==> src/design/mccrtc_map.svh <==
// What this block does
// CPU divider, clock-out and time base run independently and together.
// Slow mode bit 0 gives CPU clock at oscillator/2; 1 uses slow divider field.
// Slow divider codes 00,10,01,11 divide oscillator by 4,8,16,32.
// Peripheral bus clock is always oscillator/2, untouched by CPU divider.
// Clock-out enable drives oscillator/2 onto the alternate-function pin.
// Clock-out pin stops toggling during active-halt.
// Time base periods are 32000, 64000, 160000, 400000 oscillator counts.
// A new time base select takes effect only from the next period.
// Period end sets flag bit 0; a read of the register clears it.
// Time base interrupt requires flag, enable bit and CPU mask inactive.
// Halt with time base interrupt enabled enters active-halt, not full halt.
// Bits 7:4 read zero; reset value 01h with flag set.
// Wait mode leaves time base running; its interrupt exits wait.
// Active-halt keeps counter running, registers frozen; interrupt exits it.
// Full halt freezes counter and registers; only other interrupts end it.
// Software must not use bit set/clear instructions on the register.
// A period end coinciding with a register read keeps the flag set.
`ifndef MCCRTC_MAP_SVH
`define MCCRTC_MAP_SVH

// Register indices; byte address is four times the index
`define MCCRTC_IDX_MISC 8'h20
`define MCCRTC_IDX_CTRL 8'h29
`define MCCRTC_IDX_IRQ_STATUS 8'h2C
`define MCCRTC_IDX_IRQ_MASK 8'h2D

// Field positions
`define MCCRTC_CTRL_FLAG 0
`define MCCRTC_CTRL_IRQ_EN 1
`define MCCRTC_CTRL_TB_LO 2
`define MCCRTC_CTRL_TB_HI 3
`define MCCRTC_MISC_SMS 0
`define MCCRTC_MISC_DIV_LO 1
`define MCCRTC_MISC_DIV_HI 2
`define MCCRTC_MISC_CLKOUT 5

// Reset values
`define MCCRTC_CTRL_RESET 8'h01
`define MCCRTC_MISC_RESET 8'h00

// Time base period lengths in oscillator cycles
`define MCCRTC_TB_COUNT0 32000
`define MCCRTC_TB_COUNT1 64000
`define MCCRTC_TB_COUNT2 160000
`define MCCRTC_TB_COUNT3 400000
`define MCCRTC_TB_WIDTH 19

// Bus responses
`define MCCRTC_RESP_OKAY 2'h0
`define MCCRTC_RESP_SLVERR 2'h2

`endif

==> src/design/mccrtc_pkg.sv <==
package mccrtc_pkg;
    // Core power states seen by the clock controller
    typedef enum logic [1:0] {
        MODE_RUN,
        MODE_WAIT,
        MODE_ACTIVE_HALT,
        MODE_FULL_HALT
    } mccrtc_mode_type;

    typedef logic [1:0] mccrtc_sel_type;
endpackage : mccrtc_pkg

==> src/design/mccrtc_ctl_if.sv <==
`timescale 1ns/100ps
`default_nettype none
interface mccrtc_ctl_if;
    // Time base control and event
    mccrtc_pkg::mccrtc_sel_type tb_select;
    logic tb_run;
    logic period_end;
    // Clock divider control and clocks
    logic slow_mode;
    mccrtc_pkg::mccrtc_sel_type slow_div;
    logic clk_out_en;
    logic clk_out_hold;
    logic cpu_hold;
    logic cpu_clk;
    logic bus_clk;
    logic clk_out;

    modport top (
        output tb_select, tb_run, slow_mode, slow_div, clk_out_en, clk_out_hold, cpu_hold,
        input period_end, cpu_clk, bus_clk, clk_out
    );
    modport tbase (
        input tb_select, tb_run,
        output period_end
    );
    modport cdiv (
        input slow_mode, slow_div, clk_out_en, clk_out_hold, cpu_hold,
        output cpu_clk, bus_clk, clk_out
    );
endinterface : mccrtc_ctl_if
`default_nettype wire

==> src/design/mccrtc_clkdiv.sv <==
`timescale 1ns/100ps
`default_nettype none
module mccrtc_clkdiv (
    input wire logic i_ref_clk,
    input wire logic i_reset,
    mccrtc_ctl_if.cdiv ctl
);
    import mccrtc_pkg::*;

    logic [4:0] div_q;
    logic [4:0] div_d;
    logic cpu_tap;
    logic cpu_clk_q;
    logic bus_clk_q;
    logic clk_out_q;

    // Free running synchronous count of oscillator divisions
    assign div_d = div_q + 5'h01;

    // Slow codes are bit-reversed: 00,10,01,11 give /4,/8,/16,/32
    assign cpu_tap = !ctl.slow_mode ? div_q[0] :
                     (ctl.slow_div == 2'h0) ? div_q[1] :
                     (ctl.slow_div == 2'h2) ? div_q[2] :
                     (ctl.slow_div == 2'h1) ? div_q[3] : div_q[4];

    // Each output has its own flop so the three run side by side
    always_ff @(posedge i_ref_clk) begin
        if (i_reset) begin
            div_q <= 5'h00;
            cpu_clk_q <= 1'b0;
            bus_clk_q <= 1'b0;
            clk_out_q <= 1'b0;
        end else begin
            div_q <= div_d;
            bus_clk_q <= div_q[0];
            if (!ctl.cpu_hold) begin
                cpu_clk_q <= cpu_tap;
            end
            if (!ctl.clk_out_en) begin
                clk_out_q <= 1'b0;
            end else if (!ctl.clk_out_hold) begin
                clk_out_q <= div_q[0];
            end
        end
    end

    assign ctl.cpu_clk = cpu_clk_q;
    assign ctl.bus_clk = bus_clk_q;
    assign ctl.clk_out = clk_out_q;
endmodule : mccrtc_clkdiv
`default_nettype wire

==> src/design/mccrtc_timebase.sv <==
`timescale 1ns/100ps
`default_nettype none
`include "mccrtc_map.svh"
module mccrtc_timebase #(
    parameter int TB_COUNT0 = `MCCRTC_TB_COUNT0,
    parameter int TB_COUNT1 = `MCCRTC_TB_COUNT1,
    parameter int TB_COUNT2 = `MCCRTC_TB_COUNT2,
    parameter int TB_COUNT3 = `MCCRTC_TB_COUNT3
) (
    input wire logic i_ref_clk,
    input wire logic i_reset,
    mccrtc_ctl_if.tbase ctl
);
    import mccrtc_pkg::*;

    localparam int W = `MCCRTC_TB_WIDTH;

    logic [W-1:0] count_q;
    logic [1:0] sel_q;
    logic period_end_q;
    logic [W-1:0] last;
    logic at_end;

    // Last count value of the period for a select code
    function automatic logic [W-1:0] period_last(input logic [1:0] sel);
        case (sel)
            2'h0: period_last = W'(TB_COUNT0 - 1);
            2'h1: period_last = W'(TB_COUNT1 - 1);
            2'h2: period_last = W'(TB_COUNT2 - 1);
            default: period_last = W'(TB_COUNT3 - 1);
        endcase
    endfunction : period_last

    assign last = period_last(sel_q);
    assign at_end = ctl.tb_run && (count_q == last);

    // Select latched only at the period boundary to avoid a time shift
    always_ff @(posedge i_ref_clk) begin
        if (i_reset) begin
            count_q <= '0;
            sel_q <= 2'h0;
            period_end_q <= 1'b0;
        end else begin
            period_end_q <= at_end;
            if (at_end) begin
                count_q <= '0;
                sel_q <= ctl.tb_select;
            end else if (ctl.tb_run) begin
                count_q <= count_q + W'(1);
            end
        end
    end

    assign ctl.period_end = period_end_q;
endmodule : mccrtc_timebase
`default_nettype wire

==> src/design/mccrtc_top.sv <==
`timescale 1ns/100ps
`default_nettype none
`include "mccrtc_map.svh"
module mccrtc_top #(
    parameter int TB_COUNT0 = `MCCRTC_TB_COUNT0,
    parameter int TB_COUNT1 = `MCCRTC_TB_COUNT1,
    parameter int TB_COUNT2 = `MCCRTC_TB_COUNT2,
    parameter int TB_COUNT3 = `MCCRTC_TB_COUNT3
) (
    input wire logic i_ref_clk,
    input wire logic i_reset,
    // AXI4-Lite slave
    input wire logic [7:0] i_s_axi_awaddr,
    input wire logic i_s_axi_awvalid,
    output logic o_s_axi_awready,
    input wire logic [31:0] i_s_axi_wdata,
    input wire logic [3:0] i_s_axi_wstrb,
    input wire logic i_s_axi_wvalid,
    output logic o_s_axi_wready,
    output logic [1:0] o_s_axi_bresp,
    output logic o_s_axi_bvalid,
    input wire logic i_s_axi_bready,
    input wire logic [7:0] i_s_axi_araddr,
    input wire logic i_s_axi_arvalid,
    output logic o_s_axi_arready,
    output logic [31:0] o_s_axi_rdata,
    output logic [1:0] o_s_axi_rresp,
    output logic o_s_axi_rvalid,
    input wire logic i_s_axi_rready,
    // Core side, same clock
    input wire logic i_halt_exec,
    input wire logic i_wait_exec,
    input wire logic i_other_wake,
    input wire logic i_cpu_irq_masked,
    output mccrtc_pkg::mccrtc_mode_type o_power_mode,
    output logic o_timebase_irq,
    output logic o_irq,
    // Clocks
    output logic o_cpu_clk,
    output logic o_bus_clk,
    output logic o_clk_out,
    output logic o_clk_out_oe
);
    import mccrtc_pkg::*;

    mccrtc_ctl_if ctl ();

    // Register state
    logic [7:0] ctrl_q;
    logic [7:0] ctrl_d;
    logic [7:0] misc_q;
    logic [7:0] misc_d;
    logic irq_status_q;
    logic irq_status_d;
    logic irq_mask_q;
    logic irq_mask_d;
    mccrtc_mode_type mode_q;
    mccrtc_mode_type mode_d;
    logic tb_irq_q;
    logic irq_q;
    logic clk_out_oe_q;

    // Bus state
    logic aw_full_q;
    logic aw_full_d;
    logic [7:0] aw_addr_q;
    logic w_full_q;
    logic w_full_d;
    logic [7:0] w_data_q;
    logic w_lane0_q;
    logic awready_q;
    logic wready_q;
    logic bvalid_q;
    logic [1:0] bresp_q;
    logic arready_q;
    logic rvalid_q;
    logic [31:0] rdata_q;
    logic [1:0] rresp_q;

    // Register select from a byte address; bit 0 of result is "mapped"
    function automatic logic [4:0] reg_sel(input logic [7:0] addr);
        reg_sel = 5'h00;
        if (addr[1:0] == 2'h0) begin
            if (addr[7:2] == `MCCRTC_IDX_MISC) reg_sel = 5'h03;
            if (addr[7:2] == `MCCRTC_IDX_CTRL) reg_sel = 5'h05;
            if (addr[7:2] == `MCCRTC_IDX_IRQ_STATUS) reg_sel = 5'h09;
            if (addr[7:2] == `MCCRTC_IDX_IRQ_MASK) reg_sel = 5'h11;
        end
    endfunction : reg_sel

    // Write path decode
    logic aw_hs;
    logic w_hs;
    logic do_write;
    logic [4:0] wsel;
    logic wr_en;
    logic frozen;
    assign aw_hs = i_s_axi_awvalid && awready_q;
    assign w_hs = i_s_axi_wvalid && wready_q;
    assign do_write = aw_full_q && w_full_q && !bvalid_q;
    assign wsel = reg_sel(aw_addr_q);
    // Bus writes to the registers are ignored in either halt
    assign frozen = (mode_q == MODE_ACTIVE_HALT) || (mode_q == MODE_FULL_HALT);
    assign wr_en = do_write && w_lane0_q && !frozen;
    assign aw_full_d = do_write ? 1'b0 : (aw_full_q || aw_hs);
    assign w_full_d = do_write ? 1'b0 : (w_full_q || w_hs);

    // Read path decode
    logic ar_hs;
    logic [4:0] rsel;
    logic [7:0] rd_byte;
    logic ctrl_read;
    assign ar_hs = i_s_axi_arvalid && arready_q;
    assign rsel = reg_sel(i_s_axi_araddr);
    assign rd_byte = rsel[1] ? misc_q :
                     rsel[2] ? {4'h0, ctrl_q[3:0]} :
                     rsel[3] ? {7'h00, irq_status_q} :
                     rsel[4] ? {7'h00, irq_mask_q} : 8'h00;
    assign ctrl_read = ar_hs && rsel[2];

    // Time base event and flag; a coinciding event beats the read clear
    logic tb_event;
    logic flag_next;
    logic tb_req;
    assign tb_event = ctl.period_end;
    assign flag_next = tb_event ? 1'b1 :
                       ctrl_read ? 1'b0 : ctrl_q[`MCCRTC_CTRL_FLAG];
    assign ctrl_d = {4'h0,
                     (wr_en && wsel[2]) ? w_data_q[3:1] : ctrl_q[3:1],
                     flag_next};
    assign misc_d = (wr_en && wsel[1]) ? (w_data_q & 8'h27) : misc_q;
    // Sticky event bit: the event wins over a write-one clear
    assign irq_status_d = tb_event ||
                          (irq_status_q && !(wr_en && wsel[3] && w_data_q[0]));
    assign irq_mask_d = (wr_en && wsel[4]) ? w_data_q[0] : irq_mask_q;
    // Request gated by flag, enable and the core's own mask
    assign tb_req = flag_next && ctrl_d[`MCCRTC_CTRL_IRQ_EN] && !i_cpu_irq_masked;

    // Power mode sequencing
    always_comb begin
        mode_d = mode_q;
        case (mode_q)
            MODE_RUN: begin
                if (i_halt_exec) begin
                    mode_d = ctrl_q[`MCCRTC_CTRL_IRQ_EN] ? MODE_ACTIVE_HALT
                                                         : MODE_FULL_HALT;
                end else if (i_wait_exec) begin
                    mode_d = MODE_WAIT;
                end
            end
            MODE_WAIT: begin
                if (tb_req || i_other_wake) mode_d = MODE_RUN;
            end
            MODE_ACTIVE_HALT: begin
                if (tb_req || i_other_wake) mode_d = MODE_RUN;
            end
            MODE_FULL_HALT: begin
                if (i_other_wake) mode_d = MODE_RUN;
            end
            default: mode_d = MODE_RUN;
        endcase
    end

    // Control to the dividers and the time base
    assign ctl.tb_select = ctrl_q[`MCCRTC_CTRL_TB_HI:`MCCRTC_CTRL_TB_LO];
    // Counter runs in wait and active-halt, stops only in full halt
    assign ctl.tb_run = (mode_q != MODE_FULL_HALT);
    assign ctl.slow_mode = misc_q[`MCCRTC_MISC_SMS];
    assign ctl.slow_div = misc_q[`MCCRTC_MISC_DIV_HI:`MCCRTC_MISC_DIV_LO];
    assign ctl.clk_out_en = misc_q[`MCCRTC_MISC_CLKOUT];
    assign ctl.clk_out_hold = frozen;
    assign ctl.cpu_hold = frozen;

    mccrtc_clkdiv u_clkdiv (
        .i_ref_clk(i_ref_clk),
        .i_reset(i_reset),
        .ctl(ctl.cdiv)
    );

    mccrtc_timebase #(
        .TB_COUNT0(TB_COUNT0),
        .TB_COUNT1(TB_COUNT1),
        .TB_COUNT2(TB_COUNT2),
        .TB_COUNT3(TB_COUNT3)
    ) u_timebase (
        .i_ref_clk(i_ref_clk),
        .i_reset(i_reset),
        .ctl(ctl.tbase)
    );

    // Register file and mode state
    always_ff @(posedge i_ref_clk) begin
        if (i_reset) begin
            ctrl_q <= `MCCRTC_CTRL_RESET;
            misc_q <= `MCCRTC_MISC_RESET;
            irq_status_q <= 1'b0;
            irq_mask_q <= 1'b0;
            mode_q <= MODE_RUN;
            tb_irq_q <= 1'b0;
            irq_q <= 1'b0;
            clk_out_oe_q <= 1'b0;
        end else begin
            ctrl_q <= ctrl_d;
            misc_q <= misc_d;
            irq_status_q <= irq_status_d;
            irq_mask_q <= irq_mask_d;
            mode_q <= mode_d;
            tb_irq_q <= tb_req;
            irq_q <= irq_status_d && irq_mask_d;
            clk_out_oe_q <= misc_d[`MCCRTC_MISC_CLKOUT];
        end
    end

    // Write channel: address and data taken in either order
    always_ff @(posedge i_ref_clk) begin
        if (i_reset) begin
            aw_full_q <= 1'b0;
            w_full_q <= 1'b0;
            aw_addr_q <= 8'h00;
            w_data_q <= 8'h00;
            w_lane0_q <= 1'b0;
            awready_q <= 1'b0;
            wready_q <= 1'b0;
            bvalid_q <= 1'b0;
            bresp_q <= `MCCRTC_RESP_OKAY;
        end else begin
            aw_full_q <= aw_full_d;
            w_full_q <= w_full_d;
            awready_q <= !aw_full_d;
            wready_q <= !w_full_d;
            if (aw_hs) aw_addr_q <= i_s_axi_awaddr;
            if (w_hs) begin
                w_data_q <= i_s_axi_wdata[7:0];
                w_lane0_q <= i_s_axi_wstrb[0];
            end
            if (do_write) begin
                bvalid_q <= 1'b1;
                bresp_q <= wsel[0] ? `MCCRTC_RESP_OKAY : `MCCRTC_RESP_SLVERR;
            end else if (i_s_axi_bready) begin
                bvalid_q <= 1'b0;
            end
        end
    end

    // Read channel: one read at a time, the read itself clears the flag
    always_ff @(posedge i_ref_clk) begin
        if (i_reset) begin
            arready_q <= 1'b0;
            rvalid_q <= 1'b0;
            rdata_q <= 32'h00000000;
            rresp_q <= `MCCRTC_RESP_OKAY;
        end else begin
            if (ar_hs) begin
                arready_q <= 1'b0;
                rvalid_q <= 1'b1;
                rdata_q <= {24'h000000, rd_byte};
                rresp_q <= rsel[0] ? `MCCRTC_RESP_OKAY : `MCCRTC_RESP_SLVERR;
            end else if (rvalid_q && i_s_axi_rready) begin
                rvalid_q <= 1'b0;
                arready_q <= 1'b1;
            end else if (!rvalid_q) begin
                arready_q <= 1'b1;
            end
        end
    end

    // Software must write the register whole; no bit set/clear
    assign o_s_axi_awready = awready_q;
    assign o_s_axi_wready = wready_q;
    assign o_s_axi_bvalid = bvalid_q;
    assign o_s_axi_bresp = bresp_q;
    assign o_s_axi_arready = arready_q;
    assign o_s_axi_rvalid = rvalid_q;
    assign o_s_axi_rdata = rdata_q;
    assign o_s_axi_rresp = rresp_q;
    assign o_power_mode = mode_q;
    assign o_timebase_irq = tb_irq_q;
    assign o_irq = irq_q;
    assign o_cpu_clk = ctl.cpu_clk;
    assign o_bus_clk = ctl.bus_clk;
    assign o_clk_out = ctl.clk_out;
    assign o_clk_out_oe = clk_out_oe_q;
endmodule : mccrtc_top
`default_nettype wire

==> config.mk <==
export PLATFORM = sky130hd
export DESIGN_NAME = mccrtc_top
export DESIGN_NICKNAME = d
export VERILOG_FILES = /design/src/design/mccrtc_pkg.sv /design/src/design/mccrtc_ctl_if.sv /design/src/design/mccrtc_clkdiv.sv /design/src/design/mccrtc_timebase.sv /design/src/design/mccrtc_top.sv
export VERILOG_INCLUDE_DIRS = /design/src /design/src/design
export SDC_FILE = /design/constraint.sdc
export NUM_CORES = 1
export LEC_CHECK = 0
export ABC_CLOCK_PERIOD_IN_PS = 7300
export BUFFER_PORTS_ARGS = -buffer_cell sky130_fd_sc_hd__buf_4
export CAP_MARGIN = 20
export CORE_ASPECT_RATIO = 1.1
export CORE_MARGIN = 4
export CORE_UTILIZATION = 53
export DETAILED_ROUTE_END_ITERATION = 12
export PLACE_DENSITY_LB_ADDON = 0.05
export SETUP_SLACK_MARGIN = 0.4
export SLEW_MARGIN = 15
export SYNTH_ARGS = -nofsm -noshare
export SYNTH_HDL_FRONTEND = slang
export SYNTH_SLANG_ARGS = --single-unit
==> constraint.sdc <==
create_clock -name i_ref_clk -period 7.3 [get_ports i_ref_clk]
set_input_delay 1.46 -clock i_ref_clk [delete_from_list [all_inputs] [get_ports i_ref_clk]]
set_output_delay 1.46 -clock i_ref_clk [all_outputs]
set_load 0.005 [all_outputs]
==> results.json, run 1 <==
{
  "outcome": "completed",
  "cts_buffers": 9,
  "initial_utilization": 0.546,
  "root_buffer": "clkbuf_8",
  "vias": 2678,
  "routed.top_layer": "met4",
  "cp-start-kind": "flip-flop",
  "clk_latency_ps": 340,
  "yosys_warnings": 0,
  "core_area_sq_mm": 0.00616,
  "drtPass1Iterations": 4,
  "synth_ff_type": "dfxtp_1",
  "cts_tree": "yes",
  "finalHoldViolations": 0,
  "netlist_area_sq_mm": 0.00336,
  "nNetsFinal": 494,
  "max-vdd-ir-drop_v": 0.000132,
  "holdPathStages": 2,
  "viasPerCell": 5.25,
  "rows": 30,
  "antenna_found_initial": 0,
  "setup_viol": 0,
  "ys_top_cells_by_count": "dfxtp_1 (72), nor2_1 (51), buf_4 (30)",
  "synth_edf_count": 0,
  "synth-seq-cells": 72,
  "overflow": 0,
  "synth_cell_types": 59,
  "relSlewSlack": 0.413,
  "tns_ps": 0,
  "ant_nets": 0,
  "grt_pass1_vias": 2601,
  "worst_pin_slew_ps": 872,
  "fin_skew_ps": 6.43,
  "portBuffers": 52,
  "cp-end-kind": "flip-flop",
  "io_pins": 112,
  "antennaDiodeCount": 0,
  "postSynthAreaPerCell_sq_um": 8.89,
  "wl_mm": 6.87,
  "cts_setup_buffers": 0,
  "yosys.area.top_type_share": 0.429,
  "ctsHoldBuffers": 0,
  "grt_use_total": 0.187,
  "synth-seq-area-share": 0.429,
  "hpwl_mm": 5.01,
  "htreeDepth": 3,
  "hold_class": "reg2reg",
  "wl_per_cell_microns": 13.5,
  "yosys.area.top_type": "dfxtp_1",
  "synthTopCellsByArea": "dfxtp_1 (43%), buf_4 (6.7%), nor2_1 (5.7%)",
  "p_leak_nw": 1.58,
  "whs_ps": 455,
  "critPathRequiredTime_ps": 7500,
  "clock-sinks": 72,
  "rsz0062_at_grt": "no",
  "cp.arrival_ps": 2840,
  "dieArea_sq_mm": 0.00768,
  "max_freq_mhz": 378,
  "drtIter0Drc": 138,
  "p_per_area_mw_per_mm2": 220,
  "area.growth.synth_to_final_pct": 14.8,
  "synth_most_common_cell": "dfxtp_1",
  "ctsResizeCount": 0,
  "gp_congestion": 0.836,
  "rr_worst_depth": 6,
  "grt_pass1_wl_mm": 11.8,
  "path_clk_slew_ps": 70,
  "die-width_microns": 83.9,
  "syn_inst": 378,
  "clockBufferDepth": 2,
  "wl_met3_microns": 439,
  "drt-met1-wl_mm": 3.18,
  "path_max_fanout": 10,
  "async_flop_share": 0,
  "period_needed_ps": 2650,
  "maxCapViolCount": 0,
  "slew_violations": 0,
  "fin_crit_sh": 0.363,
  "setup.worst_path.class": "reg2reg",
  "met2_length_mm": 3.10,
  "drive_gt1_frac": 0.181,
  "die-height_microns": 91.5,
  "drc_errors": 0,
  "grt_max_degree": 55
}
==> placed cells by master, fill, tap and decap left out, types with 6 or more instances in the layout <==
master     n
inv_1      6
mux2i_1   10
dfxtp_1   72
nand2_1   29
nand4_1    6
xnor2_1    7
nor4_1     6
xor2_1    16
nor3_1     6
buf_4     52
clkbuf_8  10
a21oi_1   23
conb_1    29
nor2_1    51
nand3_1   25
==> metrics by stage <==
stage          std cells  setup WS [ps]  power (mW)  area (sq um)  utilization
2_1_floorplan        406           4730       0.520          3470            -
3_3_place_gp         495           4430       0.550          3670        0.596
3_5_place_dp         495           4370       0.554          3670        0.596
4_1_cts              510           4640       0.857          3860        0.627
5_1_grt              510           4520       0.893          3860        0.627
6_report             510           4650       0.848          3860        0.627
==> metal layers <==
layer	track usage	vias up
met5	0	-
li1	-	1365
met4	0.0912	0
met1	0.238	1209
met3	0.0390	14
met2	0.299	90
==> cell families after synthesis <==
kind of cell | count (synthesis) | synth area share
AO/OA/AOI/OAI | 54 | 0.109
XOR/XNOR | 23 | 0.0599
adder cells (fa/ha/maj) | 5 | 0.0186
buffers and inverters | 49 | 0.0916
flip-flops | 72 | 0.429
multiplexers | 13 | 0.0465
other | 1 | 0.00112
AND/OR/NAND/NOR | 161 | 0.245
==> final cells by class <==
cell class,count,area (sq um)
Timing Repair Buffer,52,390
Fill cell,546,2300
Sequential cell,72,1440
Clock inverter,4,45.0
Tap cell,80,100
Inverter,6,22.5
Clock buffer,11,141
Multi-Input combinational cell,285,1720
==> flip-flops by register name (all words and copies together), names as in the netlist, 2 cells and up <==
signal,cells
u_timebase.count_q,19
aw_addr_q,8
o_s_axi_rdata,5
u_clkdiv.div_q,5
w_data_q,5
ctrl_q,4
misc_q,4
o_power_mode,2
u_timebase.sel_q,2
==> power breakdown <==
group | switching, mW | total [mW] | leakage [nW] | internal (mW)
combinational | 0.0588 | 0.115 | 0.893 | 0.0560
clock | 0.139 | 0.303 | 0.0989 | 0.164
sequential | 0.0187 | 0.430 | 0.585 | 0.412
total | 0.216 | 0.848 | 1.58 | 0.631
==> final timing paths <==
| path | end | slack (ps) | from |
|---|---|---|---|
| max | o_power_mode[0] | 4650 | o_power_mode[1] |
| min | w_lane0_q | 450 | w_lane0_q |
| max reg2reg | o_power_mode[0] | 4650 | o_power_mode[1] |
| min reg2reg | w_lane0_q | 450 | w_lane0_q |
==> worst max-delay path, stage by stage, from the launching register on <==
cell and delay (ps):
dfxtp_1 350, ha_1 310, or3b_1 470, or4_1 680, mux2i_4 270, o2111ai_1 260
o311ai_1 160
No activity file was read; power rests on OpenSTA's default activity.
==> run 2: changes to the inputs <==
--- a/config.mk
+++ b/config.mk
@@ -6,12 +6,13 @@
 export SDC_FILE = /design/constraint.sdc
 export NUM_CORES = 1
 export LEC_CHECK = 0
-export ABC_CLOCK_PERIOD_IN_PS = 7300
+export ABC_AREA = 1
+export ABC_CLOCK_PERIOD_IN_PS = 2700
 export BUFFER_PORTS_ARGS = -buffer_cell sky130_fd_sc_hd__buf_4
 export CAP_MARGIN = 20
 export CORE_ASPECT_RATIO = 1.1
 export CORE_MARGIN = 4
-export CORE_UTILIZATION = 53
+export CORE_UTILIZATION = 50
 export DETAILED_ROUTE_END_ITERATION = 12
 export PLACE_DENSITY_LB_ADDON = 0.05
 export SETUP_SLACK_MARGIN = 0.4
==> constraint.sdc (replaced) <==
create_clock -name i_ref_clk -period 2.7 [get_ports i_ref_clk]
set_input_delay 0.54 -clock i_ref_clk [delete_from_list [all_inputs] [get_ports i_ref_clk]]
set_output_delay 0.54 -clock i_ref_clk [all_outputs]
set_load 0.005 [all_outputs]
==> run 2 against run 1 <==
  * Wire length increased by 1.4%
  * Core utilization is 3.0 points lower
  * Combinational power rose to 3.2 times the previous value
  * Worst setup slack worse by 3900 ps
  * First-iteration DRC count is 0.72% higher
  * Cell count grew 18%
  * Sequential share of layout area shrank 0.71 points
  * Sequential power rose to 2.7 times the previous value
  * Critical endpoint unchanged
==> results.json, run 2 <==
{
  "outcome": "completed",
  "hold_start": "i_s_axi_wdata[2]",
  "cp.arrival_ps": 2220,
  "clk_latency_ps": 340,
  "wl_per_cell_microns": 11.6,
  "min_to": "w_data_q[2]",
  "rsz0062_at_grt": "no",
  "synth_most_common_cell": "nor2_1",
  "p_leak_nw": 1.72,
  "worstPathCellList": "ha_1, nor2_2, nand2_1, nor2_2, nand3_2, nand2_1, nand2_1, nand3_1, nand2_2, a21oi_1, nor2_1",
  "antennaDiodeCount": 0,
  "layout_common_cells": "nor2_1 (73), dfxtp_1 (72), nand2_1 (65), inv_1 (53), buf_4 (53)",
  "cp-end-kind": "flip-flop",
  "whs_ps": 452,
  "rr_startpoint": "o_power_mode[1]",
  "synth_edf_count": 0,
  "yosys.area.top_type": "dfxtp_1",
  "synth-seq-cells": 72,
  "drtIter0Drc": 139,
  "r2r_end": "o_power_mode[0]",
  "root_buffer": "clkbuf_8",
  "cts_setup_buffers": 0,
  "finalHoldViolations": 0,
  "critPathRequiredTime_ps": 2940,
  "core_area_sq_mm": 0.00659,
  "htreeDepth": 3,
  "rows": 31,
  "ys_top_cells_by_count": "nor2_1 (73), dfxtp_1 (72), nand2_1 (65)",
  "wl_mm": 6.97,
  "ant_nets": 0,
  "synthTopCellsByArea": "dfxtp_1 (43%), nor2_1 (8.1%), nand2_1 (7.2%)",
  "overflow": 0,
  "portBuffers": 52,
  "path_max_fanout": 5,
  "async_flop_share": 0,
  "finalPower_mw": 2.38,
  "path_clk_slew_ps": 80,
  "holdPathStages": 3,
  "initial_utilization": 0.513,
  "setup_viol": 0,
  "antenna_found_initial": 0,
  "critPathBufInv": 0,
  "regToRegSetupSlack_ps": 710,
  "drive_gt1_frac": 0.169,
  "top_regs": "u_timebase.count_q (19), aw_addr_q (8)",
  "crit_path_frequent_cell": "nand2_1",
  "drtPass1Iterations": 4,
  "fill_cells": 639,
  "tns_ps": 0,
  "yosys.area.top_type_share": 0.426,
  "die-height_microns": 94.3,
  "ctsHoldBuffers": 0,
  "netlist_area_sq_mm": 0.00338,
  "grt_use_total": 0.179,
  "synth_ff_type": "dfxtp_1",
  "cts_buffers": 9,
  "cp-start-kind": "flip-flop",
  "fin_skew_ps": 7.26,
  "top_register": "u_timebase.count_q",
  "clock-sinks": 72,
  "grt_max_degree": 33,
  "grt_pass1_wl_mm": 11.5,
  "clockBufferDepth": 2,
  "hpwl_mm": 5.33,
  "slowest_delay_ps": 350,
  "grt_pass1_vias": 2664,
  "postSynthAreaPerCell_sq_um": 7.35,
  "nNetsFinal": 584,
  "p_per_area_mw_per_mm2": 605,
  "setup.worst_path.class": "reg2reg",
  "gp_congestion": 0.787,
  "crit_family": "simple AND/OR/NAND/NOR gates",
  "synth-seq-area-share": 0.426,
  "period_needed_ps": 1990,
  "largest_register_ffs": 19,
  "syn_inst": 460,
  "die-width_microns": 86.4,
  "slew_violations": 0,
  "design_area_sq_mm": 0.00393,
  "post_dp_cell_area_sq_mm": 0.00374,
  "synth_cell_types": 34,
  "drc_errors": 0,
  "dieArea_sq_mm": 0.00815,
  "crit_slowest_cell": "dfxtp_1",
  "ctsResizeCount": 0,
  "cts_tree": "yes",
  "yosys_warnings": 0,
  "fin_crit_sh": 0.735,
  "viasPerCell": 4.78,
  "rr_worst_depth": 11,
  "area.growth.synth_to_final_pct": 16.2,
  "io_pins": 112,
  "max-vdd-ir-drop_v": 0.000391,
  "hold_class": "in2reg",
  "max_freq_mhz": 504,
  "layout.cells.most_common": "nor2_1",
  "vias": 2882,
  "maxCapViolCount": 0
}
run 2: cell types whose count changed after synthesis, sizes merged, moves of 5 or more:
cell,delta
nor3,+6
nor2b,-5
a21oi,+11
o21ai,+30
nor2,+29
xor2,-7
mux2i,-10
nor4,-5
nand2,+41
inv,+49
run 2: final cells by class:
class / instances / area, sq um / share of cell area
Tap cell: 82 / 103 / 0.0261
Clock inverter: 6 / 68.8 / 0.0175
Sequential cell: 72 / 1440 / 0.367
Multi-Input combinational cell: 325 / 1590 / 0.404
Clock buffer: 10 / 128 / 0.0325
Timing Repair Buffer: 53 / 398 / 0.101
Inverter: 55 / 206 / 0.0525
run 2: cell families after synthesis:
logic type / after synthesis / share of synthesized area
AO/OA/AOI/OAI: 74 / 0.113
other: 1 / 0.00111
AND/OR/NAND/NOR: 203 / 0.269
multiplexers: 1 / 0.00296
adder cells (fa/ha/maj): 5 / 0.0185
flip-flops: 72 / 0.426
buffers and inverters: 91 / 0.136
XOR/XNOR: 13 / 0.0337
run 2: through the flow:
step,util,worst slack [ps],cells
2_1_floorplan,-,991,488
4_1_cts,0.596,678,603
5_1_grt,0.596,457,603
6_report,0.596,714,603
3_3_place_gp,0.567,720,587
3_5_place_dp,0.567,698,587
run 2: per-layer routing:
metal  share of wire  GRT usage  vias up  wire, microns
met2            0.51      0.317       47           3540
met5               0          0        -              0
met1            0.44      0.205     1292           3060
met3           0.032     0.0325       15            225
li1                -          -     1528              -
met4           0.022     0.0844        0            150
run 2: worst max path at each step:
stage | startpoint | to | cells past startpoint
global placement | o_power_mode[1] | u_timebase.sel_q[0] | 13
CTS | o_power_mode[1] | u_timebase.sel_q[1] | 13
global route | o_power_mode[1] | u_timebase.sel_q[1] | 13
detailed placement | o_power_mode[1] | u_timebase.sel_q[1] | 13
finish | o_power_mode[1] | o_power_mode[0] | 11
floorplan | o_power_mode[0] | u_timebase.count_q[17] | 12
run 2: where the power goes:
group          total, mW  internal [mW]  switching [mW]
clock              0.843          0.432           0.411
combinational      0.364          0.160           0.204
sequential          1.17           1.12          0.0497
run 2: worst min-delay path, cell delays in order:
cell and delay [ps]:
buf_4 70, o21ai_0 70, nor2_1 80
